<file path="config.mk">
export PLATFORM = sky130hd
export DESIGN_NAME = cmon_bank
export DESIGN_NICKNAME = d
export VERILOG_FILES = /design/src/shared/cmon_pkg.sv /design/src/design/cmon_sync2.sv /design/src/design/cmon_cell_cmp.sv /design/src/design/cmon_bank.sv
export SDC_FILE = /design/constraint.sdc
export NUM_CORES = 1
export LEC_CHECK = 0
export BUFFER_PORTS_ARGS = -buffer_cell sky130_fd_sc_hd__buf_2
export CORE_ASPECT_RATIO = 1.25
export CORE_MARGIN = 2
export CORE_UTILIZATION = 45
export DETAILED_ROUTE_END_ITERATION = 6
export PLACE_DENSITY = 0.69
export SLEW_MARGIN = 10
export SYNTH_ARGS = -nofsm -noshare
export SYNTH_HDL_FRONTEND = slang
export SYNTH_SLANG_ARGS = --single-unit
</file>
<file path="constraint.sdc">
create_clock -name clk_sys_i -period 5.3 [get_ports clk_sys_i]
set_clock_uncertainty 0.05 [all_clocks]
set_input_delay 1.06 -clock clk_sys_i [delete_from_list [all_inputs] [get_ports clk_sys_i]]
set_output_delay 1.06 -clock clk_sys_i [all_outputs]
set_load 0.02 [all_outputs]
</file>
<file path="src/shared/cmon_pkg.sv">
// cell monitor register bank: shared constants, field layouts and carriers
// assumes one 10 MHz clock and a byte-addressed Avalon-MM slave port
//
// Behaviour
// aux group B: gpio4, gpio5, ref2, low first
// status A: cell sum, die temp, analog supply
// status B: digital supply, then packed cell flags
// last byte: revision, reserved, self-test, thermal
// three bus slots: lead code, byte, trail
// keep-reference bit holds reference until watchdog
// timer pin state bit mirrors the pin
// under level is (code+1) times sixteen steps
// over level is code times sixteen steps
// drain bit set closes that cell's switch
// writes to result and status groups ignored
package cmon_pkg;

	// ==========================================================
	// sizes
	localparam int NCELL      = 12;
	localparam int NSLOT      = 3;
	localparam int GRP_BYTES  = 6;
	localparam int IRQ_W      = 5;
	localparam int THR_W      = 12;
	localparam int STEP_SHIFT = 4;

	// ==========================================================
	// byte addresses, one aligned word per register
	localparam logic [7:0] OFF_AUXB     = 8'h00;
	localparam logic [7:0] OFF_STA      = 8'h18;
	localparam logic [7:0] OFF_STB      = 8'h30;
	localparam logic [7:0] OFF_BUSM     = 8'h48;
	localparam logic [7:0] GRP_SPAN     = 8'h18;
	localparam logic [7:0] OFF_REF_CTRL = 8'h60;
	localparam logic [7:0] OFF_UNDER    = 8'h64;
	localparam logic [7:0] OFF_OVER     = 8'h68;
	localparam logic [7:0] OFF_DRAIN    = 8'h6C;
	localparam logic [7:0] OFF_IRQ_STAT = 8'h70;
	localparam logic [7:0] OFF_IRQ_MASK = 8'h74;

	// ==========================================================
	// field positions
	localparam int REF_KEEP_BIT  = 0;
	localparam int TIMER_PIN_BIT = 1;
	localparam int SELFTEST_BIT  = 1;
	localparam int THERMAL_BIT   = 0;
	localparam int REV_LSB       = 4;
	localparam int IRQ_AUXB      = 0;
	localparam int IRQ_STAT      = 1;
	localparam int IRQ_FLAG      = 2;
	localparam int IRQ_SELFTEST  = 3;
	localparam int IRQ_THERMAL   = 4;

	// ==========================================================
	// values after reset
	localparam logic [THR_W-1:0] UNDER_RST = 12'h000;
	localparam logic [THR_W-1:0] OVER_RST  = 12'h000;
	localparam logic [NCELL-1:0] DRAIN_RST = 12'h000;
	localparam logic             KEEP_RST  = 1'h0;
	localparam logic [IRQ_W-1:0] MASK_RST  = 5'h00;
	localparam logic [7:0]       BYTE_RST  = 8'h00;
	localparam logic [15:0]      RES_RST   = 16'h0000;
	// revision value is arbitrary
	localparam logic [3:0]       REV_DEF   = 4'h0;

	// ==========================================================
	// carriers
	typedef struct packed {
		logic [15:0] gpio4_result;
		logic [15:0] gpio5_result;
		logic [15:0] ref2_result;
	} cmon_auxb_t;

	typedef struct packed {
		logic [15:0] cell_sum_result;
		logic [15:0] die_temperature_result;
		logic [15:0] analog_supply_result;
	} cmon_stata_t;

	typedef struct packed {
		logic [3:0] leading_control_code;
		logic [7:0] transfer_byte;
		logic [3:0] trailing_control_code;
	} cmon_slot_t;

	typedef cmon_slot_t [NSLOT-1:0] cmon_slots_t;
	typedef logic [NCELL-1:0][15:0] cmon_cells_t;

endpackage

</file>
<file path="src/design/cmon_sync2.sv">
// two-flop synchroniser for levels arriving from pins
// assumes the destination runs on clk_sys_i
module cmon_sync2 #(
	parameter int W = 1
) (
	input  wire logic         clk_sys_i, // system clock
	input  wire logic         sys_rst_i, // sync reset, high
	input  wire logic [W-1:0] async_i,   // pin level
	output logic      [W-1:0] sync_o     // synchronised level
);
	logic [W-1:0] meta_q;
	logic [W-1:0] sync_q;

	// first stage feeds only the second stage
	always_ff @(posedge clk_sys_i) begin
		if (sys_rst_i) begin
			meta_q <= '0;
			sync_q <= '0;
		end else begin
			meta_q <= async_i;
			sync_q <= meta_q;
		end
	end

	assign sync_o = sync_q;
endmodule

</file>
<file path="src/design/cmon_cell_cmp.sv">
// threshold comparator for one cell result
// assumes result and codes share the 100 uV unit scale
module cmon_cell_cmp
	import cmon_pkg::*;
(
	input  wire logic [15:0]      cell_i,  // cell result
	input  wire logic [THR_W-1:0] under_i, // under code
	input  wire logic [THR_W-1:0] over_i,  // over code
	output logic                  under_o, // below under level
	output logic                  over_o   // above over level
);
	logic [THR_W+STEP_SHIFT:0] under_lvl;
	logic [THR_W+STEP_SHIFT:0] over_lvl;

	// 17 bits so code 0xFFF plus one does not wrap
	assign under_lvl = {1'b0, under_i, 4'h0} + 17'h00010;
	assign over_lvl  = {1'b0, over_i, 4'h0};
	assign under_o   = {1'b0, cell_i} < under_lvl;
	assign over_o    = {1'b0, cell_i} > over_lvl;
endmodule

</file>
<file path="src/design/cmon_bank.sv">
// result, status, bus-master and configuration register bank
// assumes measurement strobes and levels come from logic on clk_sys_i;
// only the timer enable pin is asynchronous
//
// Chosen here: the address map and the Avalon-MM register port.
module cmon_bank
	import cmon_pkg::*;
#(
	parameter logic [3:0] REVISION = REV_DEF
) (
	input  wire logic                clk_sys_i,          // 10 MHz clock
	input  wire logic                sys_rst_i,          // sync reset, high
	// avalon-mm slave
	input  wire logic [7:0]          avs_address_i,      // byte address
	input  wire logic                avs_read_i,         // read request
	input  wire logic                avs_write_i,        // write request
	input  wire logic [31:0]         avs_writedata_i,    // write data
	input  wire logic [3:0]          avs_byteenable_i,   // byte lanes
	output logic      [31:0]         avs_readdata_o,     // read data
	output logic                     avs_waitrequest_o,  // stall
	output logic                     irq_o,              // level interrupt
	// measurement side
	input  wire cmon_pkg::cmon_auxb_t  auxb_i,           // aux results B
	input  wire logic                  auxb_valid_i,     // aux B done
	input  wire cmon_pkg::cmon_stata_t stata_i,          // status A results
	input  wire logic [15:0]           digital_supply_i, // digital supply
	input  wire logic                  stat_valid_i,     // status done
	input  wire cmon_pkg::cmon_cells_t cells_i,          // cell results
	input  wire logic                  cells_valid_i,    // cells done
	input  wire logic                  selftest_fail_i,  // mux self-test
	input  wire logic                  thermal_i,        // thermal shutdown
	input  wire logic                  conv_busy_i,      // conversion active
	input  wire logic                  wdt_timeout_i,    // watchdog pulse
	input  wire logic                  timer_enable_pin_i, // pin, async
	// control outputs
	output logic                       ref_power_o,      // reference on
	output logic      [NCELL-1:0]      drain_switch_o,   // switch closed
	output cmon_pkg::cmon_slots_t      bus_slots_o       // bus-master slots
);

	// ==========================================================
	// declarations
	logic                 ack_q;
	logic                 wr_en;
	logic                 rd_first;
	logic [31:0]          rd_data_c;
	logic [31:0]          readdata_q;
	cmon_auxb_t           auxb_q;
	cmon_stata_t          stata_q;
	logic [15:0]          vd_q;
	logic [NCELL-1:0]     under_flag_q;
	logic [NCELL-1:0]     over_flag_q;
	logic [NCELL-1:0]     under_c;
	logic [NCELL-1:0]     over_c;
	logic                 selftest_q;
	logic                 thermal_q;
	logic [7:0]           busm_q [GRP_BYTES];
	logic                 keep_ref_q;
	logic [THR_W-1:0]     under_code_q;
	logic [THR_W-1:0]     over_code_q;
	logic [NCELL-1:0]     drain_q;
	logic                 ref_power_q;
	logic                 timer_pin_s;
	logic [IRQ_W-1:0]     irq_stat_q;
	logic [IRQ_W-1:0]     irq_mask_q;
	logic [IRQ_W-1:0]     irq_ev;
	logic [IRQ_W-1:0]     irq_clr;
	logic                 irq_q;
	logic [7:0]           auxb_b [GRP_BYTES];
	logic [7:0]           sta_b  [GRP_BYTES];
	logic [7:0]           stb_b  [GRP_BYTES];
	logic [2*NCELL-1:0]   cell_bits;
	logic [7:0]           grp_off;
	logic [2:0]           grp_idx;
	logic                 in_auxb;
	logic                 in_sta;
	logic                 in_stb;
	logic                 in_busm;
	logic [31:0]          wmask;

	// ==========================================================
	// bus handshake
	// every access takes exactly one wait cycle: the request is seen
	// with ack_q low, waitrequest drops in the next cycle
	always_ff @(posedge clk_sys_i) begin
		if (sys_rst_i) begin
			ack_q <= 1'b0;
		end else begin
			ack_q <= (avs_read_i | avs_write_i) & ~ack_q;
		end
	end

	assign avs_waitrequest_o = (avs_read_i | avs_write_i) & ~ack_q;
	assign wr_en             = avs_write_i & ack_q;
	assign rd_first          = avs_read_i & ~ack_q;

	// per-lane write mask
	always_comb begin
		for (int i = 0; i < 4; i++) begin
			wmask[8*i +: 8] = {8{avs_byteenable_i[i]}};
		end
	end

	// ==========================================================
	// address decode
	assign in_auxb = (avs_address_i >= OFF_AUXB) && (avs_address_i < OFF_AUXB + GRP_SPAN);
	assign in_sta  = (avs_address_i >= OFF_STA)  && (avs_address_i < OFF_STA + GRP_SPAN);
	assign in_stb  = (avs_address_i >= OFF_STB)  && (avs_address_i < OFF_STB + GRP_SPAN);
	assign in_busm = (avs_address_i >= OFF_BUSM) && (avs_address_i < OFF_BUSM + GRP_SPAN);

	always_comb begin
		grp_off = 8'h00;
		if (in_auxb) begin
			grp_off = avs_address_i - OFF_AUXB;
		end else if (in_sta) begin
			grp_off = avs_address_i - OFF_STA;
		end else if (in_stb) begin
			grp_off = avs_address_i - OFF_STB;
		end else if (in_busm) begin
			grp_off = avs_address_i - OFF_BUSM;
		end
	end

	assign grp_idx = grp_off[4:2];

	// ==========================================================
	// result groups
	// results change only on their own strobes; the bus cannot touch them
	always_ff @(posedge clk_sys_i) begin
		if (sys_rst_i) begin
			auxb_q <= '0;
		end else if (auxb_valid_i) begin
			auxb_q <= auxb_i;
		end
	end

	always_ff @(posedge clk_sys_i) begin
		if (sys_rst_i) begin
			stata_q <= '0;
			vd_q    <= RES_RST;
		end else if (stat_valid_i) begin
			stata_q <= stata_i;
			vd_q    <= digital_supply_i;
		end
	end

	// byte views, low byte first
	always_comb begin
		auxb_b[0] = auxb_q.gpio4_result[7:0];
		auxb_b[1] = auxb_q.gpio4_result[15:8];
		auxb_b[2] = auxb_q.gpio5_result[7:0];
		auxb_b[3] = auxb_q.gpio5_result[15:8];
		auxb_b[4] = auxb_q.ref2_result[7:0];
		auxb_b[5] = auxb_q.ref2_result[15:8];
	end

	always_comb begin
		sta_b[0] = stata_q.cell_sum_result[7:0];
		sta_b[1] = stata_q.cell_sum_result[15:8];
		sta_b[2] = stata_q.die_temperature_result[7:0];
		sta_b[3] = stata_q.die_temperature_result[15:8];
		sta_b[4] = stata_q.analog_supply_result[7:0];
		sta_b[5] = stata_q.analog_supply_result[15:8];
	end

	// ==========================================================
	// cell threshold flags
	generate
		for (genvar c = 0; c < NCELL; c++) begin : g_cell
			cmon_cell_cmp u_cmp (
				.cell_i  (cells_i[c]),
				.under_i (under_code_q),
				.over_i  (over_code_q),
				.under_o (under_c[c]),
				.over_o  (over_c[c])
			);
			// under in the even bit, over in the odd bit, cell 1 lowest
			assign cell_bits[2*c]   = under_flag_q[c];
			assign cell_bits[2*c+1] = over_flag_q[c];
		end
	endgenerate

	always_ff @(posedge clk_sys_i) begin
		if (sys_rst_i) begin
			under_flag_q <= '0;
			over_flag_q  <= '0;
		end else if (cells_valid_i) begin
			under_flag_q <= under_c;
			over_flag_q  <= over_c;
		end
	end

	always_ff @(posedge clk_sys_i) begin
		if (sys_rst_i) begin
			selftest_q <= 1'b0;
			thermal_q  <= 1'b0;
		end else begin
			selftest_q <= selftest_fail_i;
			thermal_q  <= thermal_i;
		end
	end

	always_comb begin
		stb_b[0] = vd_q[7:0];
		stb_b[1] = vd_q[15:8];
		stb_b[2] = cell_bits[7:0];
		stb_b[3] = cell_bits[15:8];
		stb_b[4] = cell_bits[23:16];
		stb_b[5] = 8'h00;
		stb_b[5][REV_LSB +: 4]  = REVISION;
		stb_b[5][SELFTEST_BIT]  = selftest_q;
		stb_b[5][THERMAL_BIT]   = thermal_q;
	end

	// ==========================================================
	// bus-master slots
	always_ff @(posedge clk_sys_i) begin
		if (sys_rst_i) begin
			for (int i = 0; i < GRP_BYTES; i++) begin
				busm_q[i] <= BYTE_RST;
			end
		end else if (wr_en && in_busm && avs_byteenable_i[0]) begin
			busm_q[grp_idx] <= avs_writedata_i[7:0];
		end
	end

	// first byte: lead code and upper data nibble; second: lower nibble and trail
	always_comb begin
		for (int s = 0; s < NSLOT; s++) begin
			bus_slots_o[s] = {busm_q[2*s], busm_q[2*s+1]};
		end
	end

	// ==========================================================
	// configuration
	cmon_sync2 #(
		.W (1)
	) u_pin_sync (
		.clk_sys_i (clk_sys_i),
		.sys_rst_i (sys_rst_i),
		.async_i   (timer_enable_pin_i),
		.sync_o    (timer_pin_s)
	);

	// the watchdog returns the reference to its default
	always_ff @(posedge clk_sys_i) begin
		if (sys_rst_i) begin
			keep_ref_q <= KEEP_RST;
		end else if (wdt_timeout_i) begin
			keep_ref_q <= KEEP_RST;
		end else if (wr_en && avs_address_i == OFF_REF_CTRL && avs_byteenable_i[0]) begin
			keep_ref_q <= avs_writedata_i[REF_KEEP_BIT];
		end
	end

	always_ff @(posedge clk_sys_i) begin
		if (sys_rst_i) begin
			under_code_q <= UNDER_RST;
		end else if (wr_en && avs_address_i == OFF_UNDER) begin
			under_code_q <= (under_code_q & ~wmask[THR_W-1:0])
				| (avs_writedata_i[THR_W-1:0] & wmask[THR_W-1:0]);
		end
	end

	always_ff @(posedge clk_sys_i) begin
		if (sys_rst_i) begin
			over_code_q <= OVER_RST;
		end else if (wr_en && avs_address_i == OFF_OVER) begin
			over_code_q <= (over_code_q & ~wmask[THR_W-1:0])
				| (avs_writedata_i[THR_W-1:0] & wmask[THR_W-1:0]);
		end
	end

	always_ff @(posedge clk_sys_i) begin
		if (sys_rst_i) begin
			drain_q <= DRAIN_RST;
		end else if (wr_en && avs_address_i == OFF_DRAIN) begin
			drain_q <= (drain_q & ~wmask[NCELL-1:0])
				| (avs_writedata_i[NCELL-1:0] & wmask[NCELL-1:0]);
		end
	end

	// ==========================================================
	// analog controls
	always_ff @(posedge clk_sys_i) begin
		if (sys_rst_i) begin
			ref_power_q <= 1'b0;
		end else begin
			ref_power_q <= conv_busy_i | keep_ref_q;
		end
	end

	assign ref_power_o    = ref_power_q;
	assign drain_switch_o = drain_q;

	// ==========================================================
	// interrupts
	always_comb begin
		irq_ev               = '0;
		irq_ev[IRQ_AUXB]     = auxb_valid_i;
		irq_ev[IRQ_STAT]     = stat_valid_i;
		irq_ev[IRQ_FLAG]     = cells_valid_i
			& (|((under_c & ~under_flag_q) | (over_c & ~over_flag_q)));
		irq_ev[IRQ_SELFTEST] = selftest_fail_i & ~selftest_q;
		irq_ev[IRQ_THERMAL]  = thermal_i & ~thermal_q;
	end

	// the read that captures the status also clears exactly those bits;
	// an event in that same cycle survives because set wins
	assign irq_clr = (rd_first && avs_address_i == OFF_IRQ_STAT) ? irq_stat_q : '0;

	always_ff @(posedge clk_sys_i) begin
		if (sys_rst_i) begin
			irq_stat_q <= '0;
		end else begin
			irq_stat_q <= (irq_stat_q & ~irq_clr) | irq_ev;
		end
	end

	always_ff @(posedge clk_sys_i) begin
		if (sys_rst_i) begin
			irq_mask_q <= MASK_RST;
		end else if (wr_en && avs_address_i == OFF_IRQ_MASK && avs_byteenable_i[0]) begin
			irq_mask_q <= avs_writedata_i[IRQ_W-1:0];
		end
	end

	always_ff @(posedge clk_sys_i) begin
		if (sys_rst_i) begin
			irq_q <= 1'b0;
		end else begin
			irq_q <= |(irq_stat_q & irq_mask_q);
		end
	end

	assign irq_o = irq_q;

	// ==========================================================
	// read path
	// result and status groups only decode on reads, so writes there
	// fall through and change nothing
	always_comb begin
		rd_data_c = 32'h0000_0000;
		if (in_auxb) begin
			rd_data_c[7:0] = auxb_b[grp_idx];
		end else if (in_sta) begin
			rd_data_c[7:0] = sta_b[grp_idx];
		end else if (in_stb) begin
			rd_data_c[7:0] = stb_b[grp_idx];
		end else if (in_busm) begin
			rd_data_c[7:0] = busm_q[grp_idx];
		end else begin
			case (avs_address_i)
				OFF_REF_CTRL: begin
					rd_data_c[REF_KEEP_BIT]  = keep_ref_q;
					rd_data_c[TIMER_PIN_BIT] = timer_pin_s;
				end
				OFF_UNDER: begin
					rd_data_c[THR_W-1:0] = under_code_q;
				end
				OFF_OVER: begin
					rd_data_c[THR_W-1:0] = over_code_q;
				end
				OFF_DRAIN: begin
					rd_data_c[NCELL-1:0] = drain_q;
				end
				OFF_IRQ_STAT: begin
					rd_data_c[IRQ_W-1:0] = irq_stat_q;
				end
				OFF_IRQ_MASK: begin
					rd_data_c[IRQ_W-1:0] = irq_mask_q;
				end
				default: begin
					rd_data_c = 32'h0000_0000;
				end
			endcase
		end
	end

	always_ff @(posedge clk_sys_i) begin
		if (sys_rst_i) begin
			readdata_q <= 32'h0000_0000;
		end else if (rd_first) begin
			readdata_q <= rd_data_c;
		end
	end

	assign avs_readdata_o = readdata_q;

endmodule

</file>
# Yosys cells after proc, flatten, opt, wreduce, memory -nomap -nowiden
# Memory sizes are Yosys's and may differ from the RTL's.
# Index checks and enable logic that the tools add are counted.
# totals
register_bits	222
ram_bits	48
input_bits	360
output_inout_bits	95
elab_cells	147
mem_count	1
# memory_table
memory	words	word_bits	rd	rd_clocked_by_memory_dff	wr	line	rtl
busm_q	6	8	7	0	6	cmon_bank.sv:57	logic [7:0] busm_q [GRP_BYTES];
# classes
n_addsub	4
magnitude_cmp	33
n_eq_ne	6
n_mux	33
bitwise	29
n_reduce_logical	18
# ops
operator	count
16-bit by 17-bit less-than comparator with 1-bit output	12
16-bit > comparator	12
8-bit 2-to-1 mux	11
12-bit bitwise AND	6
8-bit binary-select mux with 3-bit select	3
8-bit by 7-bit equality test with 1-bit output (second input constant)	6
12-bit bitwise OR	4
12-bit inverter	3
5-bit 2-to-1 mux	5
24-bit 2-to-1 mux	1
7-bit case mux with 3 select lines	1
16-bit by 5-bit adder with 17-bit output (second input constant)	1
8-bit by 7-bit less-than comparator with 1-bit output (second input constant)	2
3-bit case mux with 5 select lines	1
1-bit logical AND	14
4-bit 2-to-1 mux	3
2-bit case mux with 6 select lines	1
12-bit OR reduction	1
5-bit bitwise AND	2
5-bit subtractor (second input constant)	2
8-bit by 1-bit >= comparator with 1-bit output (second input constant)	1
8-bit by 5-bit >= comparator with 1-bit output (second input constant)	1
8-bit by 6-bit >= comparator with 1-bit output (second input constant)	1
8-bit by 7-bit >= comparator with 1-bit output (second input constant)	1
15 further kinds	28

# Logic depth before layout (Yosys ltp)
# depth
word_depth	13
ltp_mapped	16
depth_no_buf	15

# By module
# From an unflattened synthesis, not the netlist that was laid out.
# hier_totals
hier_cells	2485
area_unflattened_um2	21456.8
# modules_own_cells
mod	instances	cells_each	area_per_inst_um2	seq_area_each_um2
cmon_bank	1	1309	12215.5	5925.7
cmon_cell_cmp (g_cell[0].u_cmp ...)	8	97	760.7	0.0
cmon_cell_cmp (g_cell[1].u_cmp ...)	4	99	775.7	0.0
cmon_sync2	1	4	52.6	40.0

# Worst setup path before layout
# OpenSTA, ideal clock, no wires.
# synth_timing
path_type	reg-to-reg
startpoint	register (tool-made name)
endpoint	register irq_stat_q[2]
arrival_time_ns	3.704
setup_slack_ns	1.412
stages_incl_launch_ff	16
n_path_buf	2
synth_period_minus_slack_ns	3.888
path_cell_list	dfxtp_1 clkbuf_1 clkbuf_1 nand4_1 xor2_1 ha_1 nor3_1 nor4_1 nand2_1 a221oi_2 o31ai_1 or4_1 nor4_1 o2111ai_1 nor4_1 a211oi_1
# synth_lines
element	line	rtl
end signal: assignment	cmon_bank.sv:316	irq_stat_q <= (irq_stat_q & ~irq_clr) | irq_ev;
end: declaration	cmon_bank.sv:64	logic [IRQ_W-1:0] irq_stat_q;

==> summary.txt <==
Placed design
  – Port Buffers: 412
  – Placed Cells incl. Taps: 2,774
  – Placer congestion estimate: approximately 0.93
  – Dpl ws: 901 ps
  – Placed Area: between 0.02 and 0.025 mm^2
  – DP HPWL: 47.8 mm

Timing
  – Period utilisation layout: 80.9%
  – Setup Viol. Count Final: 0
  – Max-slew violations: 0
  – Max Fclk: 0.233 GHz
  – Min setup slack post-route: 1010 ps
  – Relative slew margins: 21.9%
  – Minimum clock period: 4290 ps
  – RSZ-0062 raised after global routing: false
  – Worst Tran Pin Value: between 1000 and 1500 ps
  – Setup_tns: 0 ps
  – Worst hold slack: 412 ps
  – Hold Fails Final Rpt: 0

CTS
  – Post-CTS sizing: 0
  – Clock Tree Root: clkbuf_16
  – Clk sinks: 266
  – Clk_lat worst skew: 560 ps
  – H-Tree Depth: 1
  – CTS tree: done
  – Clock tree buffer depth: 3
  – Worst-path clk slew: 70 ps
  – Hold Buf Count CTS: 0
  – Setup bufs post-CTS: 0
  – Num CTS Buffers: 27

Floorplanning
  – Die Height: roughly 230 um
  – Core box area: 0.0400 mm^2
  – Ports: 455
  – Die Wd: 184 um
  – Die area: 0.0421 mm^2
  – Row cnt: 82
  – Initial Utilization: 45.5%

Yosys
  – Share of the yosys chip area belonging to registers: 32.8%
  – Synth warn: 0
  – Count of flip-flops with a built-in enable after synthesis: 64
  – Seq cells post-synth: 266
  – Synth Flop Type: dfxtp_1
  – Syn_area_per_cell: 9.55 um^2
  – Asr flop ratio synth: 0%
  – Netlist cell types: 79
  – Post-Synthesis Cells: 1,906
  – Synthesized cell area: between 0.015 and 0.02 mm^2

Detailed routing
  – Vias post-DR: 16,700
  – DR vias/cell: 5.91
  – Starting DRT DRC Count: 951
  – DRC viols: 0
  – Post-DR wirelength/cell: 21.7 um
  – WL final: 61.4 mm
  – Detail Route Antenna Nets: 0
  – Drt first pass iters: 5

Global route
  – Tot GR Track Use: 28.1%
  – First-pass GRT wire length: 91.9 mm
  – Largest net degree at the start of global routing: 81
  – Vias in the first global route: between 15,000 and 20,000
  – Initial antenna violation count: 16
  – GRT overflow: 0

Layout
  – Number of standard cells in the layout, taps in and fillers out: 2,829
  – P&R area growth vs syn: 19.6%
  – Fraction of layout cells with a size suffix above 1: 24.4%
  – Most frequent cells in the layout: 410 x buf_2, 257 x nor2_1, 244 x ha_1
  – Commonest non-fill, non-tap cell in the layout: buf_2
  – Layout net count: 2,903
  – Post-route cell area: roughly 0.022 mm^2

Worst setup path
  – Startpoint Class: register
  – Critical path capture point type: register
  – Worst EP arrival: 4630 ps
  – Critical setup path kind: reg2reg
  – CP max FO: 12
  – WP data required: between 5000 and 6000 ps

Power
  – Max VDD drop: 0.000320 V
  – Total leakage power: approximately 9.5 nW
  – Pwr dens: 235 mW/mm^2

Worst hold path
  – Hold Path Class: reg2reg

Run status
  – Outcome: completed

Flow run
  – Max_cap viols: 0
[where the power goes]
part           internal [W]  switching, W  total, W  leakage, nW
Sequential          0.00216     0.0000641   0.00222         2.34
Combinational      0.000391      0.000483  0.000873         6.75
Clock               0.00116      0.000849   0.00201        0.435
[metal layers]
layer / vias up / track usage [%] / routed length [um]
li1: 7952 / - / -
met3: 182 / 6.09 / 4880
met4: 24 / 12.6 / 2910
met5: - / 0 / 149
met1: 7916 / 32.5 / 23400
met2: 646 / 49.3 / 30000
[cell families after synthesis]
logic type | Yosys count | synth area share [%]
buffers and inverters | 160 | 3.91
adders and majority gates | 253 | 17.3
and+or+nand+nor | 597 | 16.2
AOI/OAI and AO/OA | 390 | 14.0
xor gates and xnor gates | 10 | 0.481
muxes | 229 | 15.3
other | 1 | 0.0206
DFF | 266 | 32.8
[final timing paths]
kind	from	end	slack, ps	cells after the start
hold / removal	u_pin_sync.meta_q$_SDFF_PP0_	u_pin_sync.sync_o$_SDFF_PP0_	410	1
setup reg to reg	register	irq_stat_q[2]$_SDFF_PP0_	1010	16
hold reg to reg	u_pin_sync.meta_q$_SDFF_PP0_	u_pin_sync.sync_o$_SDFF_PP0_	410	1
setup / recovery	register	irq_stat_q[2]$_SDFF_PP0_	1010	16
[worst max-delay path, cell delays in order (launching register included)]
cell and delay (ps):
dfxtp_1 490, and4_1 260, and2_1 160, nand4_1 110, xor2_1 170, buf_4 210, ha_1 320, nor3_1 70
nor4_1 330, nand2_1 110, a221oi_2 250, o31ai_1 120, or4_1 570, nor4_1 280, o2111ai_1 150, nor4_1 330
a211oi_1 120
[Yosys cell counts, types with 6 or more instances]
| cell type | n | area (um^2) |
|---|---|---|
| nor2_1 | 257 | 965 |
| ha_1 | 244 | 3050 |
| dfxtp_1 | 202 | 4040 |
| mux2i_1 | 189 | 1890 |
| a21oi_1 | 118 | 591 |
| nand2_1 | 84 | 315 |
| o21ai_0 | 76 | 380 |
| edfxtp_1 | 64 | 1920 |
| inv_1 | 54 | 203 |
| clkbuf_1 | 53 | 199 |
| nand3_1 | 45 | 225 |
| nor3_1 | 42 | 210 |
| mux4_2 | 40 | 901 |
| nand4_1 | 34 | 213 |
| o211ai_1 | 31 | 233 |
| a211oi_1 | 24 | 180 |
| buf_4 | 21 | 158 |
| buf_2 | 20 | 100 |
| nor2b_1 | 19 | 119 |
| nand2b_1 | 16 | 100 |
| nor4_1 | 14 | 87.6 |
| o21a_1 | 14 | 105 |
| a21o_1 | 13 | 97.6 |
| or3_1 | 13 | 81.3 |
| buf_1 | 11 | 41.3 |
| o31ai_1 | 11 | 82.6 |
| and2_1 | 10 | 62.6 |
| o2111ai_1 | 10 | 87.6 |
| a221oi_1 | 9 | 78.8 |
| and3_1 | 9 | 56.3 |
| maj3_1 | 9 | 90.1 |
| a221o_1 | 8 | 80.1 |
| a2111oi_0 | 7 | 61.3 |
| a211o_1 | 7 | 61.3 |
| a31oi_1 | 7 | 43.8 |
| nand4b_1 | 7 | 61.3 |
| o22ai_1 | 7 | 43.8 |
| nor4b_1 | 6 | 52.6 |
| o311ai_0 | 6 | 52.6 |
| or2_2 | 6 | 37.5 |
[final cells by class]
cell class,count,area (um^2)
clock inverters,20,235
diodes,5,12.5
repair buffers,451,2390
fillers,3669,18300
clock buffers,30,697
flip-flops and latches,266,5970
well taps,504,631
inverters,54,203
multi-input cells,1499,11600
[stage by stage]
| step | util (%) | power (W) |
|---|---|---|
| final | 54.4 | 0.00510 |
| after global routing | 54.4 | 0.00532 |
| after CTS | 54.3 | 0.00514 |
| after detailed placement | 52.0 | 0.00313 |
| after global placement | 52.0 | 0.00311 |
| after floorplan | - | 0.00279 |
Power figures use the tool's default switching activity.
